## config.mk

```make
export PLATFORM = sky130hd
export DESIGN_NAME = ext_alu_table_read_exec
export DESIGN_NICKNAME = d
export VERILOG_FILES = /design/src/common/ext_alu_pkg.sv /design/src/hw/data_mem.sv /design/src/hw/alu_core.sv /design/src/hw/ext_alu_table_read_exec.sv
export VERILOG_INCLUDE_DIRS = /design/src /design/src/common
export SDC_FILE = /design/constraint.sdc
export NUM_CORES = 1
export LEC_CHECK = 0
export BUFFER_PORTS_ARGS = -buffer_cell sky130_fd_sc_hd__buf_2
export CORE_MARGIN = 2
export CORE_UTILIZATION = 40
export CTS_BUF_LIST = sky130_fd_sc_hd__clkbuf_16
export DETAILED_ROUTE_END_ITERATION = 7
export GPL_ROUTABILITY_DRIVEN = 0
export GPL_TIMING_DRIVEN = 0
export HOLD_SLACK_MARGIN = 0.15
export SLEW_MARGIN = 20
export SYNTH_ARGS = -nofsm -noshare
export SYNTH_HDL_FRONTEND = slang
export SYNTH_SLANG_ARGS = --single-unit
```

## constraint.sdc

```tcl
create_clock -name clk -period 7.14 [get_ports clk]
set_clock_uncertainty 0.05 [all_clocks]
set_input_delay 1.428 -clock clk [delete_from_list [all_inputs] [get_ports clk]]
set_output_delay 1.428 -clock clk [all_outputs]
set_load 0.01 [all_outputs]
```

## src/common/ext_alu_regs.svh

```systemverilog
// register offsets, field positions and reset values of the alu unit
// assumes a 32-bit apb bus with byte addresses on paddr
`ifndef EXT_ALU_REGS_SVH
`define EXT_ALU_REGS_SVH
`define ACC_OFS       8'h00
`define STATUS_OFS    8'h04
`define TPL_OFS       8'h08
`define TPH_OFS       8'h0C
`define TABLE_READ_HIGH_LATCH_OFS      8'h10
`define SECT_OFS      8'h14
`define CMD_OFS       8'h18
`define MADDR_OFS     8'h1C
`define MDATA_OFS     8'h20
`define FLG_CARRY     0
`define FLG_HALF      1
`define FLG_ZERO      2
`define FLG_EXCESS    3
`define FLG_SIGNED    4
`define STAT_BUSY     8
`define CMD_OP_LSB    0
`define CMD_DST_BIT   5
`define CMD_BIT_LSB   6
`define CMD_ADR_LSB   10
`define CMD_IMM_LSB   16
`define BYTE_RST      8'h00
`define FLAGS_RST     5'h00
`define LAST_PAGE     4'hF
`define PROG_AW       12
`define DMEM_AW       6
`define SECT_W        2
`define BCD_DIGIT_MAX 4'h9
`define BCD_LOW_ADJ   8'h06
`define BCD_HIGH_ADJ  8'h60
`endif

```

## src/common/ext_alu_pkg.sv

```systemverilog
// types shared by the alu unit: operation codes and sequencer states
// assumes nothing of its surroundings
package ext_alu_pkg;
  typedef enum logic [4:0] {
    OP_TBL_PAGED      = 5'h00,
    OP_TBL_FINAL      = 5'h01,
    OP_TBL_INC_PAGED  = 5'h02,
    OP_TBL_INC_FINAL  = 5'h03,
    OP_XOR_MEM        = 5'h04,
    OP_XOR_IMM        = 5'h05,
    OP_ADD_CARRY      = 5'h06,
    OP_ADD            = 5'h07,
    OP_AND            = 5'h08,
    OP_OR             = 5'h09,
    OP_CLEAR          = 5'h0A,
    OP_CLEAR_BIT      = 5'h0B,
    OP_COMPL          = 5'h0C,
    OP_BCD_ADJ        = 5'h0D,
    OP_DEC            = 5'h0E,
    OP_INC            = 5'h0F,
    OP_MOVE_TO_ACC    = 5'h10,
    OP_MOVE_TO_MEM    = 5'h11,
    OP_ROT_LEFT       = 5'h12,
    OP_ROT_LEFT_CARRY = 5'h13
  } op_t;

  typedef enum logic [1:0] {
    ST_IDLE = 2'b00,
    ST_EXEC = 2'b01,
    ST_TREQ = 2'b10,
    ST_TCAP = 2'b11
  } state_t;
endpackage

```

## src/hw/data_mem.sv

```systemverilog
// data memory of the alu unit: flip-flop array, one write port and
// two combinational read ports; contents are not reset
`timescale 1ns/1ps
`default_nettype none
`include "ext_alu_regs.svh"

module data_mem (
  input  wire logic                clk,
  input  wire logic                wrEn,
  input  wire logic [`DMEM_AW-1:0] wrAddr,
  input  wire logic [7:0]          wrData,
  input  wire logic [`DMEM_AW-1:0] rdAddrA,
  output logic      [7:0]          rdDataA,
  input  wire logic [`DMEM_AW-1:0] rdAddrB,
  output logic      [7:0]          rdDataB
);
  logic [7:0] cell_r [2**`DMEM_AW];

  always_ff @(posedge clk) begin
    if (wrEn) begin
      cell_r[wrAddr] <= wrData;
    end
  end

  assign rdDataA = cell_r[rdAddrA];
  assign rdDataB = cell_r[rdAddrB];
endmodule
`default_nettype wire

```

## src/hw/alu_core.sv

```systemverilog
// combinational result, flag and destination logic of the alu unit
// assumes operands are stable for the whole execute cycle
`timescale 1ns/1ps
`default_nettype none
`include "ext_alu_regs.svh"

module alu_core (
  input  wire ext_alu_pkg::op_t op,
  input  wire logic             dstAcc,
  input  wire logic [2:0]       bitSel,
  input  wire logic [7:0]       accIn,
  input  wire logic [7:0]       memIn,
  input  wire logic [7:0]       immIn,
  input  wire logic [4:0]       flagsIn,
  output logic      [7:0]       result,
  output logic      [4:0]       flagsOut,
  output logic                  accWe,
  output logic                  memWe
);
  import ext_alu_pkg::*;

  logic [8:0] sum;
  logic [4:0] halfSum;
  logic [8:0] bcdSum;
  logic [7:0] bcdAdd;
  logic       cin;
  logic       lowFix;
  logic       highFix;
  logic       zUpd;

  always_comb begin
    cin     = (op == OP_ADD_CARRY) && flagsIn[`FLG_CARRY];
    sum     = {1'b0, accIn} + {1'b0, memIn} + {8'h00, cin};
    halfSum = {1'b0, accIn[3:0]} + {1'b0, memIn[3:0]} + {4'h0, cin};
    lowFix  = (accIn[3:0] > `BCD_DIGIT_MAX) || flagsIn[`FLG_HALF];
    highFix = (accIn[7:4] > `BCD_DIGIT_MAX) || flagsIn[`FLG_CARRY];
    bcdAdd  = (lowFix ? `BCD_LOW_ADJ : `BYTE_RST)
            | (highFix ? `BCD_HIGH_ADJ : `BYTE_RST);
    bcdSum  = {1'b0, accIn} + {1'b0, bcdAdd};
    result   = memIn;
    flagsOut = flagsIn;
    accWe    = 1'b0;
    memWe    = 1'b0;
    zUpd     = 1'b0;
    case (op)
      OP_XOR_MEM: begin
        result = accIn ^ memIn;
        zUpd   = 1'b1;
      end
      OP_XOR_IMM: begin
        result = accIn ^ immIn;
        zUpd   = 1'b1;
      end
      OP_ADD_CARRY, OP_ADD: begin
        result = sum[7:0];
        zUpd   = 1'b1;
        flagsOut[`FLG_CARRY]  = sum[8];
        flagsOut[`FLG_HALF]   = halfSum[4];
        flagsOut[`FLG_EXCESS] = (accIn[7] == memIn[7]) && (sum[7] != accIn[7]);
        flagsOut[`FLG_SIGNED] = flagsOut[`FLG_EXCESS] ^ sum[7];
      end
      OP_AND: begin
        result = accIn & memIn;
        zUpd   = 1'b1;
      end
      OP_OR: begin
        result = accIn | memIn;
        zUpd   = 1'b1;
      end
      OP_CLEAR:     result = `BYTE_RST;
      OP_CLEAR_BIT: result = memIn & ~(8'h01 << bitSel);
      OP_COMPL: begin
        result = ~memIn;
        zUpd   = 1'b1;
      end
      OP_BCD_ADJ: begin
        result = bcdSum[7:0];
        flagsOut[`FLG_CARRY] = bcdSum[8] || highFix;
      end
      OP_DEC: begin
        result = memIn - 8'h01;
        zUpd   = 1'b1;
      end
      OP_INC: begin
        result = memIn + 8'h01;
        zUpd   = 1'b1;
      end
      OP_MOVE_TO_ACC: result = memIn;
      OP_MOVE_TO_MEM: result = accIn;
      OP_ROT_LEFT:    result = {memIn[6:0], memIn[7]};
      OP_ROT_LEFT_CARRY: begin
        result = {memIn[6:0], flagsIn[`FLG_CARRY]};
        flagsOut[`FLG_CARRY] = memIn[7];
      end
      default: result = memIn;
    endcase
    if (zUpd) begin
      flagsOut[`FLG_ZERO] = (result == `BYTE_RST);
    end
    // destination: fixed for some operations, none for table reads, chosen by dstAcc for the rest
    case (op)
      OP_XOR_IMM, OP_MOVE_TO_ACC: accWe = 1'b1;
      OP_CLEAR, OP_CLEAR_BIT, OP_BCD_ADJ, OP_MOVE_TO_MEM: memWe = 1'b1;
      OP_XOR_MEM, OP_ADD_CARRY, OP_ADD, OP_AND, OP_OR, OP_COMPL, OP_DEC,
      OP_INC, OP_ROT_LEFT, OP_ROT_LEFT_CARRY: begin
        accWe = dstAcc;
        memWe = !dstAcc;
      end
      default: accWe = 1'b0;
    endcase
  end
endmodule
`default_nettype wire

```

## src/hw/ext_alu_table_read_exec.sv

```systemverilog
// table read and extended alu execution unit with an apb register file
// assumes a program rom that answers one cycle after progRd and one
// apb master; the data memory lives inside this unit
`timescale 1ns/1ps
`default_nettype none
`include "ext_alu_regs.svh"

// How it works
// - paged table read: low byte to memory, high byte to latch, no flags.
// - final-page table read addresses last page by low pointer only.
// - pre-increment paged read bumps low pointer, then reads paged word.
// - pre-increment final-page read bumps low pointer, then reads last page.
// - xor of accumulator with memory or immediate, only zero flag changes.
// - extended operations address any memory section directly.
// - add with carry sums accumulator, memory and carry; five flags.
// - add sums accumulator and memory without carry; five flags.
// - and of accumulator and memory, only zero flag changes.
// - or of accumulator and memory, only zero flag changes.
// - byte clear writes zero to memory, flags untouched.
// - bit clear zeroes one selected bit only, flags untouched.
// - complement inverts memory byte to memory or accumulator; zero flag.
// - decimal adjust adds six per nibble over nine or carried; to memory.
// - decimal adjust changes only carry, set when carry was set or the high nibble was over nine.
// - decrement memory to memory or accumulator, only zero flag changes.
// - increment memory to memory or accumulator, only zero flag changes.
// - moves copy memory to accumulator or back, flags untouched.
// - rotate left puts bit 7 into bit 0, flags untouched.
// - rotate left through carry moves bit 7 into carry and carry into bit 0; only carry.
module ext_alu_table_read_exec (
  input  wire logic                clk,
  input  wire logic                sys_rst,
  input  wire logic                psel,
  input  wire logic                penable,
  input  wire logic                pwrite,
  input  wire logic [7:0]          paddr,
  input  wire logic [31:0]         pwdata,
  output logic      [31:0]         prdata,
  output logic                     pready,
  output logic                     pslverr,
  output logic      [`PROG_AW-1:0] progAddr,
  output logic                     progRd,
  input  wire logic [15:0]         progData
);
  import ext_alu_pkg::*;

  // ------------------------------------------------------------------
  // state
  // ------------------------------------------------------------------
  state_t              state_r, state_nxt;
  logic                wasIdle_r, wasIdle_nxt;
  logic [7:0]          acc_r, acc_nxt;
  logic [4:0]          flags_r, flags_nxt;
  logic [7:0]          tpl_r, tpl_nxt;
  logic [7:0]          tph_r, tph_nxt;
  logic [7:0]          table_read_high_latch_r, table_read_high_latch_nxt;
  logic [`SECT_W-1:0]  sect_r, sect_nxt;
  logic [`DMEM_AW-1:0] memAddr_r, memAddr_nxt;
  op_t                 op_r, op_nxt;
  logic                dst_r, dst_nxt;
  logic [2:0]          bit_r, bit_nxt;
  logic [`DMEM_AW-1:0] adr_r, adr_nxt;
  logic [7:0]          imm_r, imm_nxt;
  logic [`PROG_AW-1:0] progAddr_r, progAddr_nxt;
  logic                progRd_r, progRd_nxt;
  logic [31:0]         prdata_r, prdata_nxt;

  logic                apbAcc;
  logic                apbWr;
  logic                startCmd;
  op_t                 cmdOp;
  logic                cmdTable;
  logic                cmdPreinc;
  logic                cmdFinal;
  logic [7:0]          nextTpl;
  logic [`DMEM_AW-1:0] operandAddr;
  logic [7:0]          memRd;
  logic [7:0]          winRd;
  logic                memWe;
  logic [`DMEM_AW-1:0] memWAddr;
  logic [7:0]          memWData;
  logic [7:0]          aluRes;
  logic [4:0]          aluFlags;
  logic                aluAccWe;
  logic                aluMemWe;

  // ------------------------------------------------------------------
  // decoding helpers
  // ------------------------------------------------------------------
  function automatic logic regHit(input logic [7:0] a);
    regHit = (a == `ACC_OFS) || (a == `STATUS_OFS) || (a == `TPL_OFS)
          || (a == `TPH_OFS) || (a == `TABLE_READ_HIGH_LATCH_OFS) || (a == `SECT_OFS)
          || (a == `CMD_OFS) || (a == `MADDR_OFS) || (a == `MDATA_OFS);
  endfunction

  function automatic logic isFinalPage(input op_t o);
    isFinalPage = (o == OP_TBL_FINAL) || (o == OP_TBL_INC_FINAL);
  endfunction

  // ------------------------------------------------------------------
  // apb slave
  // ------------------------------------------------------------------
  // one idle cycle before pready so the registered read data has
  // already seen the results of the last operation
  assign pready   = (state_r == ST_IDLE) && wasIdle_r;
  assign apbAcc   = psel && penable && pready;
  assign apbWr    = apbAcc && pwrite;
  assign pslverr  = apbAcc && !regHit(paddr);
  assign prdata   = prdata_r;
  assign progAddr = progAddr_r;
  assign progRd   = progRd_r;

  assign startCmd  = apbWr && (paddr == `CMD_OFS);
  assign cmdOp     = op_t'(pwdata[`CMD_OP_LSB +: 5]);
  assign cmdTable  = (cmdOp == OP_TBL_PAGED) || (cmdOp == OP_TBL_FINAL)
                  || (cmdOp == OP_TBL_INC_PAGED)
                  || (cmdOp == OP_TBL_INC_FINAL);
  assign cmdPreinc = (cmdOp == OP_TBL_INC_PAGED)
                  || (cmdOp == OP_TBL_INC_FINAL);
  assign cmdFinal  = isFinalPage(cmdOp);
  assign nextTpl   = cmdPreinc ? tpl_r + 8'h01 : tpl_r;

  // extended operations carry the full address, the others reach
  // only the section selected by the section register
  assign operandAddr = (op_r >= OP_ADD_CARRY) ? adr_r
                     : {sect_r, adr_r[`DMEM_AW-`SECT_W-1:0]};

  // ------------------------------------------------------------------
  // datapath
  // ------------------------------------------------------------------
  alu_core u_alu (
    .op       (op_r),
    .dstAcc   (dst_r),
    .bitSel   (bit_r),
    .accIn    (acc_r),
    .memIn    (memRd),
    .immIn    (imm_r),
    .flagsIn  (flags_r),
    .result   (aluRes),
    .flagsOut (aluFlags),
    .accWe    (aluAccWe),
    .memWe    (aluMemWe)
  );

  data_mem u_mem (
    .clk     (clk),
    .wrEn    (memWe),
    .wrAddr  (memWAddr),
    .wrData  (memWData),
    .rdAddrA (operandAddr),
    .rdDataA (memRd),
    .rdAddrB (memAddr_r),
    .rdDataB (winRd)
  );

  always_comb begin
    memWe    = 1'b0;
    memWAddr = operandAddr;
    memWData = aluRes;
    if (state_r == ST_EXEC) begin
      memWe = aluMemWe;
    end else if (state_r == ST_TCAP) begin
      memWe    = 1'b1;
      memWData = progData[7:0];
    end else if (apbWr && (paddr == `MDATA_OFS)) begin
      memWe    = 1'b1;
      memWAddr = memAddr_r;
      memWData = pwdata[7:0];
    end
  end

  // ------------------------------------------------------------------
  // sequencer and registers
  // ------------------------------------------------------------------
  always_comb begin
    state_nxt    = state_r;
    wasIdle_nxt  = (state_r == ST_IDLE);
    acc_nxt      = acc_r;
    flags_nxt    = flags_r;
    tpl_nxt      = tpl_r;
    tph_nxt      = tph_r;
    table_read_high_latch_nxt     = table_read_high_latch_r;
    sect_nxt     = sect_r;
    memAddr_nxt  = memAddr_r;
    op_nxt       = op_r;
    dst_nxt      = dst_r;
    bit_nxt      = bit_r;
    adr_nxt      = adr_r;
    imm_nxt      = imm_r;
    progAddr_nxt = progAddr_r;
    progRd_nxt   = 1'b0;
    if (apbWr) begin
      case (paddr)
        `ACC_OFS:    acc_nxt     = pwdata[7:0];
        `STATUS_OFS: flags_nxt   = pwdata[4:0];
        `TPL_OFS:    tpl_nxt     = pwdata[7:0];
        `TPH_OFS:    tph_nxt     = pwdata[7:0];
        `SECT_OFS:   sect_nxt    = pwdata[`SECT_W-1:0];
        `MADDR_OFS:  memAddr_nxt = pwdata[`DMEM_AW-1:0];
        default:     acc_nxt     = acc_r;
      endcase
    end
    case (state_r)
      ST_IDLE: begin
        if (startCmd) begin
          op_nxt  = cmdOp;
          dst_nxt = pwdata[`CMD_DST_BIT];
          bit_nxt = pwdata[`CMD_BIT_LSB +: 3];
          adr_nxt = pwdata[`CMD_ADR_LSB +: `DMEM_AW];
          imm_nxt = pwdata[`CMD_IMM_LSB +: 8];
          if (cmdTable) begin
            tpl_nxt    = nextTpl;
            progRd_nxt = 1'b1;
            state_nxt  = ST_TREQ;
            if (cmdFinal) begin
              progAddr_nxt = {`LAST_PAGE, nextTpl};
            end else begin
              progAddr_nxt = {tph_r[`PROG_AW-9:0], nextTpl};
            end
          end else begin
            state_nxt = ST_EXEC;
          end
        end
      end
      ST_EXEC: begin
        if (aluAccWe) begin
          acc_nxt = aluRes;
        end
        flags_nxt = aluFlags;
        state_nxt = ST_IDLE;
      end
      ST_TREQ: state_nxt = ST_TCAP;
      ST_TCAP: begin
        table_read_high_latch_nxt  = progData[15:8];
        state_nxt = ST_IDLE;
      end
      default: state_nxt = ST_IDLE;
    endcase
  end

  always_comb begin
    prdata_nxt = 32'h0000_0000;
    case (paddr)
      `ACC_OFS:    prdata_nxt[7:0] = acc_r;
      `STATUS_OFS: begin
        prdata_nxt[4:0]        = flags_r;
        prdata_nxt[`STAT_BUSY] = (state_r != ST_IDLE);
      end
      `TPL_OFS:    prdata_nxt[7:0] = tpl_r;
      `TPH_OFS:    prdata_nxt[7:0] = tph_r;
      `TABLE_READ_HIGH_LATCH_OFS:   prdata_nxt[7:0] = table_read_high_latch_r;
      `SECT_OFS:   prdata_nxt[`SECT_W-1:0] = sect_r;
      `MADDR_OFS:  prdata_nxt[`DMEM_AW-1:0] = memAddr_r;
      `MDATA_OFS:  prdata_nxt[7:0] = winRd;
      default:     prdata_nxt = 32'h0000_0000;
    endcase
  end

  always_ff @(posedge clk) begin
    if (sys_rst) begin
      state_r    <= ST_IDLE;
      wasIdle_r  <= 1'b0;
      acc_r      <= `BYTE_RST;
      flags_r    <= `FLAGS_RST;
      tpl_r      <= `BYTE_RST;
      tph_r      <= `BYTE_RST;
      table_read_high_latch_r     <= `BYTE_RST;
      sect_r     <= '0;
      memAddr_r  <= '0;
      op_r       <= OP_MOVE_TO_ACC;
      dst_r      <= 1'b0;
      bit_r      <= 3'h0;
      adr_r      <= '0;
      imm_r      <= `BYTE_RST;
      progAddr_r <= '0;
      progRd_r   <= 1'b0;
      prdata_r   <= 32'h0000_0000;
    end else begin
      state_r    <= state_nxt;
      wasIdle_r  <= wasIdle_nxt;
      acc_r      <= acc_nxt;
      flags_r    <= flags_nxt;
      tpl_r      <= tpl_nxt;
      tph_r      <= tph_nxt;
      table_read_high_latch_r     <= table_read_high_latch_nxt;
      sect_r     <= sect_nxt;
      memAddr_r  <= memAddr_nxt;
      op_r       <= op_nxt;
      dst_r      <= dst_nxt;
      bit_r      <= bit_nxt;
      adr_r      <= adr_nxt;
      imm_r      <= imm_nxt;
      progAddr_r <= progAddr_nxt;
      progRd_r   <= progRd_nxt;
      prdata_r   <= prdata_nxt;
    end
  end

  // ------------------------------------------------------------------
  // assertions
  // ------------------------------------------------------------------
  logic [7:0] progHigh;
  logic [3:0] flagsNoZero;
  logic [8:0] plainSum;
  logic       plainCarry;
  logic [7:0] rotRef;
  logic       exec;
  assign progHigh    = progData[15:8];
  assign flagsNoZero = {flags_r[4:3], flags_r[1:0]};
  assign plainSum    = {1'b0, acc_r} + {1'b0, memRd};
  assign plainCarry  = plainSum[8];
  assign rotRef      = {memRd[6:0], memRd[7]};
  assign exec        = (state_r == ST_EXEC);
endmodule
`default_nettype wire

```

Word-level counts from Yosys, hierarchy flattened
Memory sizes are Yosys's and may differ from the RTL's. A register that Yosys moved wholly into a read port is not among the register bits.
Cells that the tools add are included.
{ "word_totals": {"regBits": 116, "ram_bits": 512, "input_bits": 61, "output_inout_bits": 47, "elab_cells": 178, "mem_count": 1} }
{ "memory_table": {"columns": ["name", "depth", "width", "read_ports", "rd_clocked_by_memory_dff", "write_ports", "line", "source"], "rows": [
  ["u_mem.cell_r", 64, 8, 2, 1, 1, "data_mem.sv:17", "logic [7:0] cell_r [2**`DMEM_AW];"]
]} }
{ "classes": {"n_addsub": 8, "n_lt_le_gt_ge": 3, "eq_ne": 36, "shifts": 1, "n_mux": 46, "bitwise_logic": 12, "reduce_logical": 50} }
{ "op_table": {"columns": ["op", "count"], "rows": [
  ["case mux 8 bit (14 select lines)", 1],
  ["2-to-1 mux 8 bit", 13],
  ["equality test 5 x 4 -> 1 bit (second input constant)", 8],
  ["2-to-1 mux 6 bit", 6],
  ["equality test 8 x 5 -> 1 bit (second input constant)", 4],
  ["case mux 3 bit (7 select lines)", 1],
  ["equality test 5 x 3 -> 1 bit (second input constant)", 4],
  ["equality test 5 bit (second input constant)", 4],
  ["adder 8 x 8 -> 9 bit", 2],
  ["adder 8 x 1 -> 8 bit (second input constant)", 2],
  ["bitwise AND 8 bit", 2],
  ["equality test 8 x 4 -> 1 bit (second input constant)", 2],
  ["logical NOT 8 bit", 2],
  ["logical OR 1 bit", 16],
  ["inverter 8 bit", 2],
  ["OR 8 bit", 2],
  ["case mux 2 bit (8 select lines)", 1],
  ["XOR 8 bit", 2],
  ["2-to-1 mux 5 bit", 3],
  ["2-to-1 mux 12 bit", 1],
  ["AND reduction 3 bit", 4],
  ["equality test 5 x 2 -> 1 bit (second input constant)", 2],
  ["case mux 2 bit (5 select lines)", 1],
  ["OR reduction 10 bit", 1],
  ["other kinds (36)", 70]
]} }

Logic depth before layout (Yosys ltp)
Gate-level depths: netlist of run 1.
{ "logic_depth": {"depth_word": 11, "ltp_mapped": 25, "mapped_depth_nobuf": 19} }

Hierarchy
From an unflattened synthesis of run 1, not the netlist that was laid out.
{ "hier_totals": {"cells_unflattened": 2112, "area_unflattened_um2": 31196.2} }
{ "modules_own_cells": {"columns": ["module", "n_inst", "cells_per_inst", "area_per_inst_um2", "seq_area_each_um2"], "rows": [
  ["data_mem", 1, 1195, 23949.2, 15374.7],
  ["ext_alu_table_read_exec", 1, 590, 4971.0, 1861.8],
  ["alu_core", 1, 327, 2275.9, 0.0]
]} }

Least setup slack after synthesis of run 1
No wires, ideal clock.
{ "synth_timing": {"kind": "register to register", "from": "register adr_r[1]", "to": "memory u_mem.cell_r[0][7] (data pin)", "setup_ns": 0.702, "arrival_ns": 6.550, "required_time_ns": 6.388, "setup_slack_ns": -0.161, "stages_incl_launch_ff": 24, "path_buffers": 6, "synth_period_minus_slack_ns": 7.301, "path_cell_list": "dfxtp_1 buf_4 buf_8 buf_8 buf_6 buf_6 buf_4 mux4_2 mux2_2 a211oi_1 o21ai_0 nand3_1 inv_1 ha_1 a21o_1 a211oi_1 o21ai_0 o211ai_1 xnor2_1 a221oi_1 nand3_1 nor4_1 nand4b_1 o21ai_0"} }
{ "synth_via": {"elab_chain_len": 8, "elab_cells_between_ends": 15, "cone_classes": "add/sub: 4; mux: 5; bitwise: 5; memory: 1"} }
{ "synth_lines": {"columns": ["element", "line", "source"], "rows": [
  ["from (decl)", "ext_alu_table_read_exec.sv:61", "logic [`DMEM_AW-1:0] adr_r, adr_nxt;"],
  ["from (signal assigned)", "ext_alu_table_read_exec.sv:290", "adr_r <= adr_nxt;"],
  ["2-to-1 mux 6 bit (*)", "ext_alu_table_read_exec.sv:124", "assign operandAddr = (op_r >= OP_ADD_CARRY) ? adr_r"],
  ["memory read (64 x 8 bit) (*)", null, null],
  ["adder 8 x 8 -> 9 bit", "alu_core.sv:33", "sum = {1'b0, accIn} + {1'b0, memIn} + {8'h00, cin};"],
  ["adder 9 x 1 -> 9 bit", "alu_core.sv:33", null],
  ["case mux 8 bit (14 select lines) (*)", "alu_core.sv:45", "case (op)"],
  ["2-to-1 mux 8 bit", "ext_alu_table_read_exec.sv:164", "end else if (apbWr && (paddr == `MDATA_OFS)) begin"],
  ["2-to-1 mux 8 bit", "ext_alu_table_read_exec.sv:161", "end else if (state_r == ST_TCAP) begin"],
  ["2-to-1 mux 8 bit (*)", "ext_alu_table_read_exec.sv:159", "if (state_r == ST_EXEC) begin"],
  ["net memWData[7]", "ext_alu_table_read_exec.sv:80", "logic [7:0] memWData;"],
  ["to (decl)", "data_mem.sv:17", null]
]} }
The timed path passes the listed nets; every way through them passes the cells marked *.

Worst setup path after layout of run 1
{ "layout_timing": {"from": "register adr_r[3]", "to": "memory u_mem.cell_r[30][6] (data pin)"} }
{ "layout_via": {"elab_chain_len": 8, "elab_cells_between_ends": 15, "cone_classes": "add/sub: 4; mux: 5; bitwise: 5; memory: 1"} }
{ "layout_lines": {"columns": ["element", "line"], "rows": [
  ["2-to-1 mux 6 bit (*)", "ext_alu_table_read_exec.sv:124"],
  ["memory read (64 x 8 bit) (*)", null],
  ["adder 8 x 8 -> 9 bit", "alu_core.sv:33"],
  ["adder 9 x 1 -> 9 bit", "alu_core.sv:33"],
  ["case mux 8 bit (14 select lines) (*)", "alu_core.sv:45"],
  ["2-to-1 mux 8 bit", "ext_alu_table_read_exec.sv:164"],
  ["2-to-1 mux 8 bit", "ext_alu_table_read_exec.sv:161"],
  ["2-to-1 mux 8 bit (*)", "ext_alu_table_read_exec.sv:159"]
]} }
Mark *: on every way between the ends. The rest lies on a longest branch, timed or not.

==> qor.csv, run 1 <==
metric,value,unit
status,"finished, violations left",
violations,design-rule violations,
slew_viol_final,0,
num-nets-final,2257,
path_depth,23,
hold_viol,0,
final_cell_mix,"512 x edfxtp_1, 307 x mux4_2, 159 x nand2_1",
cp_slowest_cell,a221o_4,
period_minus_slack,7.06,ns
cts_tree,yes,
total_power,7.16,mW
clkTransAtPathRegs,0.06,ns
fp.dieW,281,um
rr_worst_depth,23,
via_count,21200,
synth_area,0.0308,sq mm
clk_latency,0.63,ns
dieHeight,281,um
final_common_cell,edfxtp_1,
die_area,0.0792,sq mm
maxSlewHeadroom,13.5,%
p_leak,10.8,nW
drt-initial-drc-count,3415,
clockBufferDepth,3,
endpoint_kind,register,
power_density,205,mW/mm^2
synth.distinct_cells,75,
synth-async-reset-ratio,0,%
grt_pass1_wl,151000,um
drv_cap,0,
syn_inst,1997,
r2r_slack,0.08,ns
instances_no_fill,3249,
critical_path_arrival,7.40,ns
vdd_drop_max,0.000181,V
antenna_found_initial,1,
critPathBufInv,8,
synth_area_per_cell,15.4,sq um
cp.required,7.48,ns
ys_ff_latch,611,
layout-drive-gt1-share,28.4,%
synth_ff_type,edfxtp_1,
overflow,0,
fin_crit_sh,98.9,%
crit_fanout,32,
ios,108,
synth_edf_count,512,
hold_class,reg -> reg,
synth_area_leader_cell,edfxtp_1,
ys_warn_count,0,
grt_pass1_vias,20600,
htreeDepth,3,
num_rows,101,
fmax,142,MHz
vias_per_cell,6.52,
track_usage,27.4,%
wl,110000,um
first_pass_iters,8,
setup_viol,0,
yosysSeqAreaShare,56.4,%
core,0.0761,sq mm
area_growth_syn_to_layout,13.4,%
slowest_delay,0.57,ns
synth.top_cell.area_share,50.0,%
wl_per_cell,33.7,um
synth_area_leaders,"edfxtp_1 50%, mux4_2 22%, dfxtp_1 6.4%, mux2i_1 2.2%, nand2_1 1.9%",
grt_max_degree,65,
worstPathCellList,buf_2 -> buf_4 -> clkbuf_4 -> buf_4 -> buf_4 -> buf_4 -> mux4_2 -> nand2_1 -> nand3_1 -> nand3_1 -> inv_1 -> fa_1 -> a21o_1 -> a21oi_2 -> o21bai_1 -> a21oi_1 -> xnor2_1 -> nand2_1 -> o2111ai_1 -> a2111oi_4 -> buf_4 -> o21ai_2 -> a221o_4,
utilization,45.9,%
clock-sinks,611,
start_kind,register,
critical_path_class,reg -> reg,
crit_top_cell,buf_4,
worst_pin_slew,1.29,ns
ant_nets,0,
rsz0062_at_grt,false,
dp.cells,3124,
fillers,6600,
hold_depth,2,
crit_family,buffers and inverters,
cts_buffers,68,
initial_utilization,40.5,%
post-route-drc-count,5,
clockRootBuffer,clkbuf_16,
io_buffer_count,69,
dp_hpwl,74900,um
sequential cells by signal, summed over array words and instances, names as in the netlist, named ones only:
register / count
progRd: 1
dst_r: 1
prdata: 9
wasIdle_r: 1
table_read_high_latch_r: 8
adr_r: 6
memAddr_r: 6
imm_r: 8
flags_r: 5
tpl_r: 8
u_mem.cell_r: 512
bit_r: 3
acc_r: 8
sect_r: 2
state_r: 2
tph_r: 8
progAddr: 12
op_r: 5
metal layers:
layer,up-vias,track usage [%],routed length (um)
met1,10800,34.7,38700
li1,8377,-,-
met4,2,13.1,6460
met3,362,8.08,14100
met2,1653,43.3,50300
met5,-,0,132
cell type report:
type / count / area (sq um) / share of cell area [%]
timing repair buffer: 76 / 488 / 1.40
multi-input combinational: 1207 / 12700 / 36.3
tap: 1030 / 1290 / 3.69
buffer: 173 / 946 / 2.71
inverter: 29 / 109 / 0.312
clock inverter: 53 / 298 / 0.853
antenna: 1 / 2.50 / 0.00717
clock buffer: 69 / 1730 / 4.95
sequential: 611 / 17400 / 49.7
cells in the mapped netlist, types with 7 or more instances:
cell type,instances
edfxtp_1,512
mux4_2,307
nand2_1,159
nor2_1,140
dfxtp_1,99
clkbuf_1,90
a21oi_1,71
mux2i_1,67
o21ai_0,45
buf_4,39
nor3_1,33
ha_1,26
inv_1,26
a211oi_1,25
nand3_1,25
and3_1,24
buf_1,19
a221oi_1,18
a22oi_1,16
a31oi_1,16
buf_2,15
xnor2_1,15
and2_1,13
mux2_2,13
nor2b_1,13
nand2b_1,11
a21o_1,8
nand4_1,8
nor4_1,8
a221o_1,7
buf_6,7
o21ai_1,7
o31ai_1,7
xor2_1,7
metrics by stage:
| stage | area, sq um | setup slack [ns] | TNS [ns] | hold slack, ns |
|---|---|---|---|---|
| floorplan | 30900 | 0.937 | 0 | 0.386 |
| global placement | 32500 | -3.27 | -618.33 | 0.400 |
| detailed placement | 32800 | -0.458 | -39.15 | 0.408 |
| CTS | 34800 | 0.0157 | 0 | 0.421 |
| global route | 34900 | 0.0222 | 0 | 0.432 |
| finish | 34900 | 0.0773 | 0 | 0.416 |
cell families after synthesis:
kind of cell / after synthesis / share of synthesized area, %
and+or+nand+nor: 461 / 6.80
buffers and inverters: 203 / 3.30
AOI/OAI and AO/OA: 278 / 6.20
xor gates and xnor gates: 22 / 0.626
other: 1 / 0.0122
adders and majority gates: 30 / 1.32
muxes: 391 / 25.4
DFF: 611 / 56.4
worst min-delay path, stage by stage (launching register included):
cell,delay (ns)
dfxtp_1,0.31
nand2_1,0.05
a21oi_1,0.05
power breakdown:
part	switching, mW	internal (mW)	total [mW]
Combinational	0.0471	0.0251	0.0722
Sequential	0.000227	3.81	3.81
Clock	1.48	1.80	3.27
final timing paths:
check,start,end
max,adr_r[3],u_mem.cell_r[30][6]
min,imm_r[3],imm_r[3]
max reg2reg,adr_r[3],u_mem.cell_r[30][6]
min reg2reg,imm_r[3],imm_r[3]
repair_timing:
action,CTS,global route
pin swaps,0,4
resized for setup,5,12
endpoints found under the hold margin,0,0
hold buffers,0,0
cloned,0,2
buffers inserted,0,1
endpoints found under the setup margin,173,97
Power figures use the tool's default switching activity.
==> run 2, diff against run 1 <==
--- a/config.mk
+++ b/config.mk
@@ -7,8 +7,7 @@
 export NUM_CORES = 1
 export LEC_CHECK = 0
 export BUFFER_PORTS_ARGS = -buffer_cell sky130_fd_sc_hd__buf_2
-export CORE_MARGIN = 2
-export CORE_UTILIZATION = 40
+export CORE_UTILIZATION = 44
 export CTS_BUF_LIST = sky130_fd_sc_hd__clkbuf_16
 export DETAILED_ROUTE_END_ITERATION = 7
 export GPL_ROUTABILITY_DRIVEN = 0
==> run 2 against run 1 <==
  * The flow now finishes without violations
  * Worst setup slack worse by 0.024 ns
  * Utilization is 4.8 points higher
  * Sequential power hardly changed
  * Count of clock-buffer cells in the layout is 3 higher
  * Design area is 0.11% higher
  * Power is 2.8% higher
  * Register-to-register slack worse by 0.02 ns
  * Critical path depth stayed put
  * Final cell count is 3.0% lower
  * Sequential share of layout area is 0.054 points lower
  * Maximum frequency is 0.33% lower
  * Clock power is 6.4% higher
  * Critical endpoint is now u_mem.cell_r[43][6]
==> qor.csv, run 2 (synthesized netlist as in run 1, its figures left out) <==
metric,value,unit,change
dp.cells,3026,,-3.1%
clkTransAtPathRegs,0.06,ns,about the same
core,0.0689,sq mm,-9.4%
vias_per_cell,6.63,,+1.7%
power.share.sequential,51.8,%,-1.4 points
crit_fanout,48,,+50%
instances_no_fill,3150,,-3.0%
grt_pass1_wl,150000,um,-0.88%
fillers,5879,,-11%
clockBufferDepth,3,,unchanged
p_sw,1.52,mW,-0.46%
fin_crit_sh,99.3,%,+0.33 points
swShare,20.6,%,-0.68 points
clock-sinks,611,,unchanged
final_area,0.0349,sq mm,+0.11%
clk_latency,0.62,ns,about the same
critical_path_arrival,7.38,ns,-0.02 ns
ant_nets,0,,unchanged
p_comb_share,1.0,%,about the same
maxSlewHeadroom,11.5,%,-2.1 points
layout-drive-gt1-share,28.8,%,+0.43 points
final_common_cell,edfxtp_1,,
fmax,141,MHz,-0.33%
die_area,0.0710,sq mm,-10%
slew_viol_final,0,,unchanged
use_met3,8.52,%,+0.45 points
clockRootBuffer,clkbuf_16,,
final_cell_mix,"512 x edfxtp_1, 307 x mux4_2, 159 x nand2_1",,
cts_hold_buffers,0,,unchanged
setup_viol,0,,unchanged
cp.required,7.44,ns,-0.04 ns
r2r_slack,0.05,ns,-0.02 ns
overflow,0,,unchanged
start_kind,register,,
htreeDepth,3,,unchanged
post-route-drc-count,0,,-5
fin_ws,0.0535,ns,-0.0237 ns
preCtsSetupSlack,-0.587,ns,-0.128 ns
drt-initial-drc-count,2947,,-14%
busiest_layer,met2,,
wl,107000,um,-2.4%
num-nets-final,2255,,-0.089%
hold_viol,0,,unchanged
top_register,u_mem.cell_r,,
grt_pass1_vias,20400,,-0.57%
ios,108,,unchanged
utilization,50.7,%,+4.8 points
dieHeight,266,um,-5.3%
antenna_found_initial,2,,+1
cts_buffers,67,,-1.5%
largest_reg_flops,512,,unchanged
p_leak,10.8,nW,+0.25%
via_count,20900,,-1.4%
io_buffer_count,69,,unchanged
grt_max_degree,65,,unchanged
area_growth_syn_to_layout,13.5,%,
post_dp_cell_area,0.0327,sq mm,-0.32%
power_density,211,mW/mm^2,+2.7%
endpoint_kind,register,,
vdd_drop_max,0.000198,V,+9.6%
cts_tree,yes,,
fp.dieW,266,um,-5.3%
dp_hpwl,74500,um,-0.45%
gr-usage-met1,37.9,%,+3.2 points
track_usage,30.6,%,+3.2 points
worst_pin_slew,1.33,ns,+0.0356 ns
wl_per_cell,33.9,um,+0.62%
drv_cap,0,,unchanged
rsz0062_at_grt,false,,
initial_utilization,44.6,%,+4.2 points
fin_hold_ws,0.414,ns,-0.00228 ns
first_pass_iters,6,,-2
period_minus_slack,7.09,ns,+0.0237 ns
p_int,5.84,mW,+3.7%
num_rows,96,,-5.0%
hold_class,reg -> reg,,
critical_path_class,reg -> reg,,
grt_use_met2,48.6,%,+5.3 points
clockPowerShare,47.3,%,+1.5 points
status,completed,,
## run 2: cell count changes in the layout (fill, tap and decap cells not counted), sizes merged
cell and change:
clkinvlp +1, clkinv +9, a221o -2, bufinv +4, diode +2, buf +1, clkbuf +3, inv -18
## run 2: worst paths after layout
kind | from | endpoint | cells after the start
max | adr_r[3] | u_mem.cell_r[43][6] | 23
min | imm_r[3] | imm_r[3] | 2
max reg2reg | adr_r[3] | u_mem.cell_r[43][6] | 23
min reg2reg | imm_r[3] | imm_r[3] | 2
## run 2: critical path: stages (launching register included)
cell and delay (ns):
dfxtp_1 0.32, buf_2 0.22, buf_4 0.32, buf_4 0.35
buf_2 0.44, buf_4 0.42, buf_4 0.41, mux4_2 0.44
nand2_1 0.10, nand3_1 0.22, nand3_2 0.28, inv_1 0.12
fa_1 0.43, a21o_1 0.19, a21oi_2 0.33, o21bai_1 0.11
a21oi_1 0.24, xnor2_1 0.10, nand2_1 0.07, o2111ai_1 0.22
a2111oi_4 0.38, o21ai_1 0.10, a221o_2 0.61, buf_12 0.27
## run 2: power by group through the flow
stage               Clock (mW)  Combinational, mW  Sequential (mW)
finish                    3.48             0.0704             3.81
global route              3.63             0.0749             3.81
CTS                       3.49             0.0688             3.81
detailed placement           0             0.0686             3.89
global placement             0             0.0679             3.89
floorplan                    0             0.0358             3.89
## run 2: layer usage
metal | routed length [um] | part of all wire (%)
met1 | 37600 | 35
met2 | 50000 | 47
met3 | 12600 | 12
met4 | 6730 | 6.3
met5 | 0 | 0
## run 2: area by class of cell
type | count | area (sq um) | share of cell area, %
plain buffers | 173 | 945 | 2.70
multi-input cells | 1205 | 12600 | 36.2
diodes | 3 | 7.51 | 0.0215
repair buffers | 77 | 515 | 1.48
inverters | 29 | 109 | 0.312
clock inverters | 49 | 395 | 1.13
flip-flops and latches | 611 | 17400 | 49.7
clock buffers | 72 | 1800 | 5.16
well taps | 931 | 1160 | 3.33
## run 2: what timing repair did
item | CTS | global route
endpoints found under the hold margin | 0 | 0
setup buffers | 0 | 1
pin swaps | 0 | 1
endpoints found under the setup margin | 268 | 84
resized for setup | 6 | 7
## run 2: metrics by stage
step | total power [mW] | setup TNS, ns
finish | 7.36 | 0
global route | 7.52 | 0
CTS | 7.37 | 0
detailed placement | 3.95 | -58.06
global placement | 3.95 | -727.65
floorplan | 3.92 | 0
